===== config.mk =====
export PLATFORM = sky130hd
export DESIGN_NAME = lfp_exec
export DESIGN_NICKNAME = d
export VERILOG_FILES = /design/src/lfp_pkg.sv /design/src/lfp_exec.sv
export SDC_FILE = /design/constraint.sdc
export NUM_CORES = 1
export LEC_CHECK = 0
export BUFFER_PORTS_ARGS = -buffer_cell sky130_fd_sc_hd__buf_4
export CORE_ASPECT_RATIO = 0.5
export CORE_MARGIN = 2
export CORE_UTILIZATION = 30
export CTS_CLUSTER_DIAMETER = 150
export DETAILED_ROUTE_END_ITERATION = 8
export PLACE_DENSITY = 0.52
export SYNTH_ARGS = -nofsm -noshare
export SYNTH_HDL_FRONTEND = slang
export SYNTH_SLANG_ARGS = --single-unit

===== constraint.sdc =====
create_clock -name pclk -period 4.1 [get_ports pclk]
set_clock_uncertainty 0.1 [all_clocks]
set_input_delay 0.82 -clock pclk [delete_from_list [all_inputs] [get_ports pclk]]
set_output_delay 0.82 -clock pclk [all_outputs]
set_load 0.1 [all_outputs]

===== src/lfp_pkg.sv =====
// Purpose: shared constants and types for the fp / lock-wait execution block
// Assumes: 32-bit apb register words, 64-bit fp registers, 32-bit gprs
// Notes: register offsets are byte addresses
package lfp_pkg;

  localparam logic [7:0] ADDR_CTRL = 8'h00;
  localparam logic [7:0] ADDR_FP_CSR = 8'h04;
  localparam logic [7:0] ADDR_LOCK_STAT = 8'h08;
  localparam logic [7:0] ADDR_RESUME_PC = 8'h0c;
  localparam logic [7:0] ADDR_INT_STATUS = 8'h10;
  localparam logic [7:0] ADDR_INT_ENABLE = 8'h14;
  localparam logic [7:0] ADDR_INT_CLEAR = 8'h18;

  // ctrl field positions
  localparam int CTRL_WIDE_MODE = 0;
  localparam int CTRL_FPU64 = 1;
  localparam int CTRL_REL6 = 2;
  localparam int CTRL_PAUSE_IMPL = 3;
  localparam int CTRL_COP1_USABLE = 4;
  localparam logic [4:0] CTRL_RESET = 5'h1b;

  // fp csr layout: flags [4:0], enables [9:5], cause [15:10], rounding [17:16]
  localparam int CSR_FLAGS_LSB = 0;
  localparam int CSR_ENABLES_LSB = 5;
  localparam int CSR_CAUSE_LSB = 10;
  localparam int CSR_RM_LSB = 16;
  localparam int CAUSE_UNIMPL = 5;

  // interrupt event bits
  localparam int EV_FP_EXC = 0;
  localparam int EV_RESERVED = 1;
  localparam int EV_COP_UNUSABLE = 2;
  localparam int EV_PAUSE_RELEASE = 3;
  localparam int NUM_EVENTS = 4;

  localparam logic [31:0] PC_STEP = 32'h0000_0004;

  typedef enum logic [3:0] {
    OP_NONE = 4'h0,
    OP_SHIFT_LEFT_LOGICAL = 4'h1,
    OP_NOR = 4'h2,
    OP_OR = 4'h3,
    OP_OR_IMMEDIATE = 4'h4,
    OP_PAUSE = 4'h5,
    OP_NEG_MUL_SUBTRACT = 4'h6,
    OP_PAIR_LOWER_LOWER_MERGE = 4'h7
  } lfp_op_t;

  typedef enum logic [1:0] {
    FMT_SINGLE = 2'h0,
    FMT_DOUBLE = 2'h1,
    FMT_PAIRED_SINGLE = 2'h2,
    FMT_ILLEGAL = 2'h3
  } lfp_fmt_t;

  typedef enum logic [1:0] {
    EXC_NONE = 2'h0,
    EXC_COP_UNUSABLE = 2'h1,
    EXC_RESERVED = 2'h2,
    EXC_FP = 2'h3
  } lfp_exc_t;

  typedef struct packed {
    lfp_op_t op;
    lfp_fmt_t fmt;
    logic delay_slot;
    logic [31:0] pc;
    logic [15:0] imm;
    logic [4:0] shamt;
    logic [4:0] dest;
    logic [63:0] src_a;
    logic [63:0] src_b;
    logic [63:0] src_c;
  } lfp_issue_t;

  typedef struct packed {
    logic fp;
    logic defined;
    logic [4:0] dest;
    logic [63:0] data;
  } lfp_wb_t;

  typedef struct packed {
    logic subtract;
    lfp_fmt_t fmt;
    logic [1:0] rm;
    logic [63:0] a;
    logic [63:0] b;
  } lfp_fpu_req_t;

  typedef struct packed {
    logic [63:0] data;
    logic [5:0] cause_hi;
    logic [5:0] cause_lo;
  } lfp_fpu_rsp_t;

endpackage : lfp_pkg


===== src/lfp_exec.sv =====
// Purpose: executes negative multiply-subtract, pair merge, logic ops, no-op and lock-wait
// Assumes: fp arithmetic unit attached on the fpu_req/fpu_rsp port rounds each step itself
// Notes: one instruction in flight; issue_ready stalls the pipeline
// Notes on behaviour
// - multiply, round, subtract addend, round, negate
// - paired halves separately, causes ORed together
// - no exception taken: cause ORed into flags
// - paired result defined only wide 64-bit mode
// - may raise cop-unusable, reserved, fp conditions
// - all-zero word is shift changing nothing
// - not-or writes complement of OR
// - register OR writes bitwise OR
// - immediate zero-extended then ORed
// - lock-wait saves pc+4, waits flag zero
// - wait also ends on external interrupt
// - newest release: lock-wait in slot reserved
// - unimplemented lock-wait runs as no-op
// - store to lock variable clears flag
// - merge: first lower high, second lower low
// - merge raises nothing, csr untouched
// - bad operand field gives undefined result
//
// The implementer's own choices: the APB interface to the registers and the register addresses.
`timescale 1ns/10ps
module lfp_exec (
  input wire logic pclk,
  input wire logic presetn,
  input wire logic psel,
  input wire logic penable,
  input wire logic pwrite,
  input wire logic [7:0] paddr,
  input wire logic [31:0] pwdata,
  output logic [31:0] prdata,
  output logic pready,
  output logic pslverr,
  input wire logic issue_valid,
  output logic issue_ready,
  input wire lfp_pkg::lfp_issue_t issue,
  output logic wb_valid,
  output lfp_pkg::lfp_wb_t wb,
  output logic exc_valid,
  output lfp_pkg::lfp_exc_t exc_code,
  output logic fpu_req_valid,
  input wire logic fpu_req_ready,
  output lfp_pkg::lfp_fpu_req_t fpu_req,
  input wire logic fpu_rsp_valid,
  input wire lfp_pkg::lfp_fpu_rsp_t fpu_rsp,
  input wire logic linked_load_set,
  input wire logic lock_store,
  input wire logic ext_event,
  output logic irq
);

  typedef enum logic [1:0] {
    ST_IDLE = 2'b00,
    ST_MUL = 2'b01,
    ST_SUB = 2'b10,
    ST_PAUSED = 2'b11
  } lfp_state_t;

  function automatic logic [63:0] lfp_negate(input logic [63:0] v, input lfp_pkg::lfp_fmt_t f);
    logic [63:0] r;
    r = v;
    if (f == lfp_pkg::FMT_SINGLE || f == lfp_pkg::FMT_PAIRED_SINGLE) begin
      r[31] = ~v[31];
    end
    if (f == lfp_pkg::FMT_DOUBLE || f == lfp_pkg::FMT_PAIRED_SINGLE) begin
      r[63] = ~v[63];
    end
    return r;
  endfunction : lfp_negate

  lfp_state_t state;
  lfp_state_t next_state;
  lfp_pkg::lfp_issue_t held;
  logic [4:0] ctrl;
  logic [4:0] fp_flags;
  logic [4:0] fp_enables;
  logic [5:0] fp_cause;
  logic [1:0] fp_rm;
  logic [5:0] cause_acc;
  logic linked_load_flag;
  logic [31:0] resume_pc;
  logic [3:0] int_status;
  logic [3:0] int_enable;
  logic ext_meta;
  logic ext_sync;

  // apb decode
  wire apb_wr = psel & penable & pwrite;
  wire apb_rd = psel & penable & ~pwrite;
  wire hit_ctrl = paddr == lfp_pkg::ADDR_CTRL;
  wire hit_csr = paddr == lfp_pkg::ADDR_FP_CSR;
  wire hit_lock = paddr == lfp_pkg::ADDR_LOCK_STAT;
  wire hit_rpc = paddr == lfp_pkg::ADDR_RESUME_PC;
  wire hit_ist = paddr == lfp_pkg::ADDR_INT_STATUS;
  wire hit_ien = paddr == lfp_pkg::ADDR_INT_ENABLE;
  wire hit_icl = paddr == lfp_pkg::ADDR_INT_CLEAR;
  wire hit_any = hit_ctrl | hit_csr | hit_lock | hit_rpc | hit_ist | hit_ien | hit_icl;
  wire wr_ctrl = apb_wr & hit_ctrl;
  wire wr_csr = apb_wr & hit_csr;
  wire wr_ien = apb_wr & hit_ien;
  wire wr_icl = apb_wr & hit_icl;

  wire wide_mode = ctrl[lfp_pkg::CTRL_WIDE_MODE];
  wire fpu64 = ctrl[lfp_pkg::CTRL_FPU64];
  wire rel6 = ctrl[lfp_pkg::CTRL_REL6];
  wire pause_impl = ctrl[lfp_pkg::CTRL_PAUSE_IMPL];
  wire cop1_ok = ctrl[lfp_pkg::CTRL_COP1_USABLE];

  // issue classification
  wire fire = issue_valid & issue_ready;
  wire is_nms = issue.op == lfp_pkg::OP_NEG_MUL_SUBTRACT;
  wire is_pll = issue.op == lfp_pkg::OP_PAIR_LOWER_LOWER_MERGE;
  wire is_fp = is_nms | is_pll;
  wire is_pause = issue.op == lfp_pkg::OP_PAUSE;
  wire is_int = issue.op inside {lfp_pkg::OP_SHIFT_LEFT_LOGICAL, lfp_pkg::OP_NOR, lfp_pkg::OP_OR,
                                 lfp_pkg::OP_OR_IMMEDIATE};
  wire cop_fault = fire & is_fp & ~cop1_ok;
  wire nms_reserved = is_nms & (rel6 | issue.fmt == lfp_pkg::FMT_ILLEGAL);
  wire pll_reserved = is_pll & (rel6 | issue.fmt != lfp_pkg::FMT_PAIRED_SINGLE);
  wire slot_reserved = is_pause & rel6 & issue.delay_slot;
  wire rsv_fault = fire & ~cop_fault & (nms_reserved | pll_reserved | slot_reserved);
  wire go_nms = fire & is_nms & ~cop_fault & ~rsv_fault;
  wire go_pll = fire & is_pll & ~cop_fault & ~rsv_fault;
  // without the option the encoding falls through as a no-op
  wire go_pause = fire & is_pause & ~slot_reserved & pause_impl & linked_load_flag;
  wire go_int = fire & is_int;

  // integer results on 32-bit gprs
  wire [31:0] gpr_a = issue.src_a[31:0];
  wire [31:0] gpr_b = issue.src_b[31:0];
  wire [31:0] imm_ext = {16'h0000, issue.imm};
  logic [31:0] int_result;
  always_comb begin
    unique case (issue.op)
      lfp_pkg::OP_NOR: int_result = ~(gpr_a | gpr_b);
      lfp_pkg::OP_OR: int_result = gpr_a | gpr_b;
      lfp_pkg::OP_OR_IMMEDIATE: int_result = gpr_a | imm_ext;
      default: int_result = gpr_b << issue.shamt;
    endcase
  end
  // the all-zero word decodes as OP_NONE and writes nothing; a shift to register zero is dropped by the discard below
  wire int_write = go_int & (issue.dest != 5'h00);

  // paired results are only meaningful in wide mode on a 64-bit unit
  wire ps_defined = fpu64 & wide_mode;
  wire [63:0] pll_data = {issue.src_a[31:0], issue.src_b[31:0]};

  // fp completion
  wire sub_done = (state == ST_SUB) & fpu_rsp_valid;
  wire mul_done = (state == ST_MUL) & fpu_rsp_valid;
  wire [5:0] step_cause = fpu_rsp.cause_hi | fpu_rsp.cause_lo;
  wire [5:0] final_cause = cause_acc | step_cause;
  wire fp_trap = final_cause[lfp_pkg::CAUSE_UNIMPL] | (|(final_cause[4:0] & fp_enables));
  wire fp_flag_or = sub_done & ~fp_trap;

  // lock-wait release: flag cleared, or any outside event on a single-threaded core
  wire pause_release = (state == ST_PAUSED) & (~linked_load_flag | ext_sync);

  assign issue_ready = state == ST_IDLE;

  always_comb begin
    next_state = state;
    unique case (state)
      ST_IDLE: begin
        if (go_nms) begin
          next_state = ST_MUL;
        end else if (go_pause) begin
          next_state = ST_PAUSED;
        end
      end
      ST_MUL: if (mul_done) next_state = ST_SUB;
      ST_SUB: if (sub_done) next_state = ST_IDLE;
      ST_PAUSED: if (pause_release) next_state = ST_IDLE;
    endcase
  end

  // event capture; a set in the clearing cycle survives
  wire [3:0] ev = {pause_release, cop_fault, rsv_fault, sub_done & fp_trap};
  wire [3:0] next_int_status = (int_status & ~(wr_icl ? pwdata[3:0] : 4'h0)) | ev;
  assign irq = |(int_status & int_enable);

  // outside event pin passes two flops before use
  always_ff @(posedge pclk or negedge presetn) begin
    if (!presetn) begin
      ext_meta <= 1'b0;
      ext_sync <= 1'b0;
    end else begin
      ext_meta <= ext_event;
      ext_sync <= ext_meta;
    end
  end

  always_ff @(posedge pclk or negedge presetn) begin
    if (!presetn) begin
      state <= ST_IDLE;
      linked_load_flag <= 1'b0;
      resume_pc <= 32'h0000_0000;
      int_status <= 4'h0;
      int_enable <= 4'h0;
      ctrl <= lfp_pkg::CTRL_RESET;
    end else begin
      state <= next_state;
      // a linked load wins over a store in the same cycle
      linked_load_flag <= linked_load_set | (linked_load_flag & ~lock_store);
      if (go_pause) resume_pc <= issue.pc + lfp_pkg::PC_STEP;
      int_status <= next_int_status;
      if (wr_ien) int_enable <= pwdata[3:0];
      if (wr_ctrl) ctrl <= pwdata[4:0];
    end
  end

  // fp control/status; cause takes the hardware update over a same-cycle software write, flags take the two ORed
  always_ff @(posedge pclk or negedge presetn) begin
    if (!presetn) begin
      fp_flags <= 5'h00;
      fp_enables <= 5'h00;
      fp_cause <= 6'h00;
      fp_rm <= 2'h0;
    end else begin
      if (wr_csr) begin
        fp_enables <= pwdata[lfp_pkg::CSR_ENABLES_LSB +: 5];
        fp_rm <= pwdata[lfp_pkg::CSR_RM_LSB +: 2];
      end
      fp_flags <= (wr_csr ? pwdata[lfp_pkg::CSR_FLAGS_LSB +: 5] : fp_flags)
                  | (fp_flag_or ? final_cause[4:0] : 5'h00);
      // the merge path never touches cause or flags
      if (sub_done) begin
        fp_cause <= final_cause;
      end else if (wr_csr) begin
        fp_cause <= pwdata[lfp_pkg::CSR_CAUSE_LSB +: 6];
      end
    end
  end

  // fp sequencing: product step then subtract step, each rounded by the unit
  always_ff @(posedge pclk or negedge presetn) begin
    if (!presetn) begin
      held <= '0;
      cause_acc <= 6'h00;
      fpu_req_valid <= 1'b0;
      fpu_req <= '0;
    end else begin
      if (go_nms) begin
        held <= issue;
        cause_acc <= 6'h00;
        fpu_req_valid <= 1'b1;
        // operand fields are trusted; an illegal register gives an undefined result
        fpu_req <= '{subtract: 1'b0, fmt: issue.fmt, rm: fp_rm, a: issue.src_a, b: issue.src_b};
      end else if (mul_done) begin
        cause_acc <= step_cause;
        fpu_req_valid <= 1'b1;
        fpu_req <= '{subtract: 1'b1, fmt: held.fmt, rm: fp_rm, a: fpu_rsp.data, b: held.src_c};
      end else if (fpu_req_ready) begin
        fpu_req_valid <= 1'b0;
      end
    end
  end

  // writeback and exception outputs
  always_ff @(posedge pclk or negedge presetn) begin
    if (!presetn) begin
      wb_valid <= 1'b0;
      wb <= '0;
      exc_valid <= 1'b0;
      exc_code <= lfp_pkg::EXC_NONE;
    end else begin
      wb_valid <= int_write | go_pll | (sub_done & ~fp_trap);
      exc_valid <= cop_fault | rsv_fault | (sub_done & fp_trap);
      if (cop_fault) begin
        exc_code <= lfp_pkg::EXC_COP_UNUSABLE;
      end else if (rsv_fault) begin
        exc_code <= lfp_pkg::EXC_RESERVED;
      end else if (sub_done & fp_trap) begin
        exc_code <= lfp_pkg::EXC_FP;
      end
      if (int_write) begin
        wb <= '{fp: 1'b0, defined: 1'b1, dest: issue.dest, data: {32'h0000_0000, int_result}};
      end else if (go_pll) begin
        wb <= '{fp: 1'b1, defined: ps_defined, dest: issue.dest, data: pll_data};
      end else if (sub_done) begin
        wb <= '{fp: 1'b1, defined: held.fmt != lfp_pkg::FMT_PAIRED_SINGLE || ps_defined, dest: held.dest,
                data: lfp_negate(fpu_rsp.data, held.fmt)};
      end
    end
  end

  // apb read mux; slave answers with no wait states
  logic [31:0] rd_mux;
  always_comb begin
    rd_mux = 32'h0000_0000;
    if (hit_ctrl) rd_mux = {27'h0, ctrl};
    if (hit_csr) rd_mux = {14'h0, fp_rm, fp_cause, fp_enables, fp_flags};
    if (hit_lock) rd_mux = {30'h0, state == ST_PAUSED, linked_load_flag};
    if (hit_rpc) rd_mux = resume_pc;
    if (hit_ist) rd_mux = {28'h0, int_status};
    if (hit_ien) rd_mux = {28'h0, int_enable};
  end
  assign pready = 1'b1;
  assign pslverr = psel & penable & ~hit_any;

  always_ff @(posedge pclk or negedge presetn) begin
    if (!presetn) begin
      prdata <= 32'h0000_0000;
    end else if (psel & ~penable & ~pwrite) begin
      prdata <= rd_mux;
    end
  end
endmodule : lfp_exec


==> metrics, run 1 <==
area of the mapped netlist 0.02044 mm²; top post-synthesis cells by area sky130_fd_sc_hd__dfrtp_1 47%, sky130_fd_sc_hd__nand2_1 12%, sky130_fd_sc_hd__mux2i_1 4.5%; floorplan die height 188.6 µm; area leader, netlist sky130_fd_sc_hd__dfrtp_1; crit path kind input pin to output port; Max Slew Vio Count 0; most prevalent standard cell on the critical path sky130_fd_sc_hd__buf_4; Synth top cells by count 638 x sky130_fd_sc_hd__nand2_1, 382 x sky130_fd_sc_hd__dfrtp_1, 162 x sky130_fd_sc_hd__nor2_1; hold buffer count at cts 0; final design utilization 0.4043; final layout net count 3154; count of cell types in the netlist 74; fraction of power consumed by sequential logic 0.380; final count of hold timing violations 0; number of flops mapped to enable cells by yosys 0; syn avg cell area 9.114 µm²; post-detailed-route count of antenna-violating nets 0; total routing resource utilization after global routing 0.2381; initial antenna violation count 6; run status finished, final reports clean; post-detail-place hpwl 63660 µm; count of mapped cells out of synthesis approximately 2200; routed wire length around 86000 µm; weighted congestion at the end of routability-driven global placement 0.8961; fraction of power consumed by combinational cells 0.269; fillcell total 6917; worst-path maximum fanout 5; buffers inserted during post-CTS setup optimization 0; Net Sw Power 3.982 mW; Congestion Overflow GR 0; Power Internal 6.916 mW; worst-path cell with the longest stage delay sky130_fd_sc_hd__or4_1; post-route minimum period 3163 ps; first-pass iteration count of the detailed router 5; average via count per standard cell 5.162; Most used DFF post-synth sky130_fd_sc_hd__dfrtp_1; pin count of the biggest net entering global routing 95; cell with the most instances after synthesis sky130_fd_sc_hd__nand2_1; Required @ worst endpoint 3180 ps; later-pin clock latency in the skew report 590 ps; vias in the first global route roughly 19000; CTS H-tree depth 2; clk slew on worst S/H paths 60 ps; # clock sinks approximately 390; length in cells of the worst reg-to-reg path 6; final setup violation count 0; number of instances resized during post-cts repair 0; setup repair after global routing missed its margin no; largest vdd supply drop 219.0 µV; Initial Util 0.3045; arrival time worst endpoint about 2200 ps; actual slew at the worst max-slew pin 1017 ps; count of boundary I/O pins 629; number of register bits inferred by synthesis roughly 390; number of warnings reported in the yosys synthesis log 0; CP cell instances buf_4, or4_1, nor2_1, a21oi_1, buf_4; Yosys top cell area share 0.4676; width of the die 373.2 µm; portion of the clock cycle consumed by the worst path in the final layout 0.7715; MaxCap Viol Count 0; maximum clock frequency ~320 MHz; Layout area overhead 32.81%; detailed-route DRC error count 0; core region area 0.06715 mm²; die area around 0.070 mm²; fraction of synthesis flops using an asynchronous set or reset pin 1.000; clock tree from TritonCTS yes; aggregate negative setup slack 0 ps; delay of the slowest critical-path stage 680 ps; floorplan row count 67; reg-to-reg startpoint state[0]; via count 19080; crit start category input pin; port buffer count 613; drt initial violations 1492; worst setup path startpoint paddr[1]; Net Count, Synth 2630; kind of end point of the critical path output port; leakage power summed over all cells 13.32 nW; tightest slew margin relative to the limit 0.3222; Switching Fraction 0.3654; layout cells sized above 1 0.2921; Routed wire per std cell about 23 µm; HP Class input pin to asynchronous set/reset pin; total power density per cell area 401.4 mW/mm²; clock root buffer sky130_fd_sc_hd__clkbuf_16; maximum number of buffers from clock root to sink 3; number of buffers inserted during clock tree synthesis 42; Clock power frac 0.351; sequential element share of the synthesized area 0.4727; global-route wire length before repair around 130000 µm
-- worst max-delay path, delay by kind of cell --
family | cells | cell delay (ps)
AOI/OAI and AO/OA | 1 | 100
buffers and inverters | 2 | 340
and+or+nand+nor | 2 | 970
-- flip-flops by register name, summed over array words and instances (netlist names), 6 cells and up --
name       flops
wb            71
fp_cause       6
held          71
resume_pc     32
fpu_req      133
prdata        32
cause_acc      6
-- cells in the final DEF (no fill, tap or decap), drive strengths merged, types with 27 or more instances in the layout --
cell type    n
buf        662
nand2      638
dfrtp      382
nor2       162
o21ai      137
a22oi      101
mux2i       92
a31oi       75
clkbuf      58
xnor2       54
nor3        40
a211oi      38
mux4        38
mux2        27
-- logic make-up (layout without fill, tap and decap cells) --
family | Yosys count | in the layout | share of synthesized area
XOR/XNOR | 60 | 60 | 0.02571
multiplexers | 157 | 157 | 0.1018
AO/OA/AOI/OAI | 482 | 482 | 0.1555
adder cells (fa/ha/maj) | 3 | 3 | 0.001836
buffers and inverters | 197 | 751 | 0.04719
other | 1 | 4 | 0.0001834
AND/OR/NAND/NOR | 957 | 957 | 0.1951
flip-flops | 386 | 386 | 0.4727
-- worst paths after layout --
check                              end  slack (ps)
max                            pslverr         940
min reg2reg                   ext_sync         250
min                         prdata[28]         180
min in group pclk             ext_meta         250
max in group asynchronous      held[7]        2710
max reg2reg                fpu_req[19]        1120
-- layer usage --
| metal | share of wire | GRT usage | vias up |
|---|---|---|---|
| li1 | - | - | 8893 |
| met1 | 0.41 | 0.3013 | 9481 |
| met2 | 0.50 | 0.4114 | 568 |
| met3 | 0.051 | 0.04116 | 142 |
| met4 | 0.034 | 0.08240 | 0 |
| met5 | 0 | 0 | - |
-- power by group through the flow --
stage	Combinational (mW)	Sequential [mW]	Clock (mW)
6_report	2.93	4.14	3.82
5_1_grt	3.06	4.17	4.10
4_1_cts	2.94	4.14	3.94
3_5_place_dp	2.94	4.21	0
3_3_place_gp	2.93	4.21	0
2_1_floorplan	0.668	5.40	0
-- area by class of cell --
cell class / count / area (µm²) / share of cell area
diodes: 3 / 7.507 / 0.0002765
multi-input cells: 1660 / 9849 / 0.3628
repair buffers: 662 / 5115 / 0.1884
well taps: 897 / 1122 / 0.04134
inverters: 15 / 56.30 / 0.002074
flip-flops and latches: 386 / 9664 / 0.3559
clock inverters: 16 / 175.2 / 0.006452
clock buffers: 58 / 1161 / 0.04276
-- through the flow --
| step | setup slack [ps] | cell area (µm²) | hold slack, ps | power, mW | std cells |
|---|---|---|---|---|---|
| floorplan | 154.9 | 20440 | 231.2 | 6.070 | 2243 |
| global placement | 821.4 | 25810 | 235.8 | 7.136 | 3620 |
| detailed placement | 779.5 | 25810 | 241.3 | 7.154 | 3620 |
| CTS | 956.9 | 27140 | 202.1 | 11.03 | 3694 |
| global route | 885.5 | 27150 | 223.7 | 11.33 | 3697 |
| finish | 936.9 | 27150 | 184.7 | 10.90 | 3697 |
Power figures use the tool's default switching activity.
==> run 2: changes to the inputs <==
- clock period: 4.1 -> 3 ns (I/O delays scaled with it)
==> metrics, run 2 (synthesis gave the netlist of run 1 again) <==
Initial Util 0.3045 (unchanged); top register by number of flip-flops fpu_req; final design utilization 0.4093 (+0.004957); commonest cells after routing, fill and taps aside 663 x sky130_fd_sc_hd__buf_4, 638 x sky130_fd_sc_hd__nand2_1, 382 x sky130_fd_sc_hd__dfrtp_1; floorplan die height 188.6 µm (unchanged); largest vdd supply drop 314.7 µV (+44%); total placed cells including tap cells 3646 (+0.72%); worst slack after detailed placement 97.34 ps (-682.1 ps); portion of the clock cycle consumed by the worst path in the final layout 0.9047; detailed-route DRC error count 0 (unchanged); setup repair after global routing missed its margin no; Layout area overhead 34.44%; MaxCap Viol Count 0 (unchanged); final count of hold timing violations 0 (unchanged); worst-path maximum fanout 18 (+13); max reg flops 133 (unchanged); arrival time worst endpoint 3030 ps (+790 ps); Congestion Overflow GR 0 (unchanged); run status finished, final reports clean; initial antenna violation count 7 (+1); # clock sinks 386 (unchanged); HP Class input pin to flip-flop; number of instances resized during post-cts repair 0 (unchanged); commonest non-fill, non-tap cell in the layout sky130_fd_sc_hd__buf_4; Worst Setup Slack, final 286.0 ps (-650.9 ps); floorplan row count 67 (unchanged); total routing resource utilization after global routing 0.2399 (+0.001761); Max Slew Vio Count 0 (unchanged); Largest regs fpu_req: 133 flops, held: 71 flops, wb: 71 flops; total power after layout 14.88 mW (+37%); layout cells sized above 1 0.2983 (+0.006166); final setup violation count 0 (unchanged); FF+latch area 0.009664 mm² (unchanged); total power density per cell area 541.5 mW/mm² (+35%); clock tree from TritonCTS yes; kind of end point of the critical path flip-flop; drt initial violations 1646 (+10%); die area 0.07038 mm² (unchanged); CTS H-tree depth 2 (unchanged); actual slew at the worst max-slew pin 685.4 ps (-331.4 ps); global-route wire length before repair 126900 µm (+0.38%); pin count of the biggest net entering global routing 91 (-4.2%); buffers inserted during post-CTS setup optimization 0 (unchanged); post-detail-place hpwl 64500 µm (+1.3%); aggregate negative setup slack 0 ps (unchanged); maximum clock frequency 368.5 MHz; leakage power summed over all cells 13.47 nW (+1.2%); tightest slew margin relative to the limit 0.5389 (+0.2167); port buffer count 613 (unchanged); later-pin clock latency in the skew report 570 ps (-20 ps); routed wire length 86840 µm (+0.95%); final instance count without filler cells 3725 (+0.76%); post-route minimum period 2714 ps; clk slew on worst S/H paths 70 ps (about the same); average via count per standard cell 5.181 (+0.37%); weighted congestion at the end of routability-driven global placement 0.9298 (+3.8%); maximum number of buffers from clock root to sink 3 (unchanged); fillcell total 6729 (-2.7%); clock root buffer sky130_fd_sc_hd__clkbuf_16; crit path kind flip-flop to flip-flop; post-detailed-route count of antenna-violating nets 0 (unchanged); Routed wire per std cell 23.31 µm (+0.19%); core region area 0.06715 mm² (unchanged); vias in the first global route 18890 (-0.54%); width of the die 373.2 µm (unchanged); hold buffer count at cts 1 (+1); Required @ worst endpoint 3320 ps (+140 ps); crit start category flip-flop; via count 19300 (+1.1%); count of boundary I/O pins 629 (unchanged); final layout net count 3181 (+0.86%); first-pass iteration count of the detailed router 5 (unchanged); total area of multi-input combinational cells 0.009853 mm² (about the same); number of buffers inserted during clock tree synthesis 42 (unchanged)
## run 2: changes by cell type in the layout (fill, tap and decap cells not counted), sizes merged
cell	before	now
clkinvlp	0	4
bufinv	1	2
dlygate4sd3	0	1
inv	16	13
buf	662	688
clkinv	14	12
clkbuf	58	57
diode	3	5
## run 2: layout make-up
cell class,instances,area share
clock inverters,16,0.005645
multi-input cells,1660,0.3585
diodes,5,0.0004552
flip-flops and latches,386,0.3516
clock buffers,57,0.04138
inverters,15,0.002049
well taps,897,0.04084
repair buffers,689,0.1995
## run 2: routing by layer
| layer | share of wire | GRT usage | up-vias |
|---|---|---|---|
| met5 | 0.00014 | 0 | - |
| met3 | 0.058 | 0.04308 | 160 |
| met1 | 0.41 | 0.3080 | 9508 |
| met4 | 0.039 | 0.09006 | 2 |
| li1 | - | - | 8950 |
| met2 | 0.49 | 0.4045 | 679 |
## run 2: per-stage QoR
stage / hold slack (ps) / area [µm²]
global route: 20.86 / 27480
CTS: 18.56 / 27470
floorplan: 204.4 / 20450
detailed placement: 238.7 / 26170
global placement: 235.2 / 26170
finish: 47.96 / 27480
## run 2: critical path, stage by stage, from the launching register on
cell and delay, ps:
sky130_fd_sc_hd__dfrtp_1 440, sky130_fd_sc_hd__or3b_1 530, sky130_fd_sc_hd__or4_2 950, sky130_fd_sc_hd__buf_12 260
sky130_fd_sc_hd__nand2_1 150, sky130_fd_sc_hd__o21ai_0 130
## run 2: report_power, final
part / switching, mW / internal (mW) / leakage, nW / total (mW)
logic: 2.88 / 1.16 / 7.67 / 4.05
registers: 0.192 / 5.48 / 5.18 / 5.67
clock network: 2.32 / 2.84 / 0.624 / 5.16
total: 5.40 / 9.48 / 13.5 / 14.9
## run 2: path summary, 6_finish.rpt
kind	from	end	slack [ps]	depth (start not counted)
setup reg to reg	state[0]	wb[65]	290	5
hold reg to reg	ext_meta	ext_sync	250	0
hold / removal	ext_event	ext_meta	50	1
max in group asynchronous	presetn	fpu_req[32]	1440	4
setup / recovery	state[0]	wb[65]	290	5
min in group asynchronous	presetn	prdata[29]	450	2
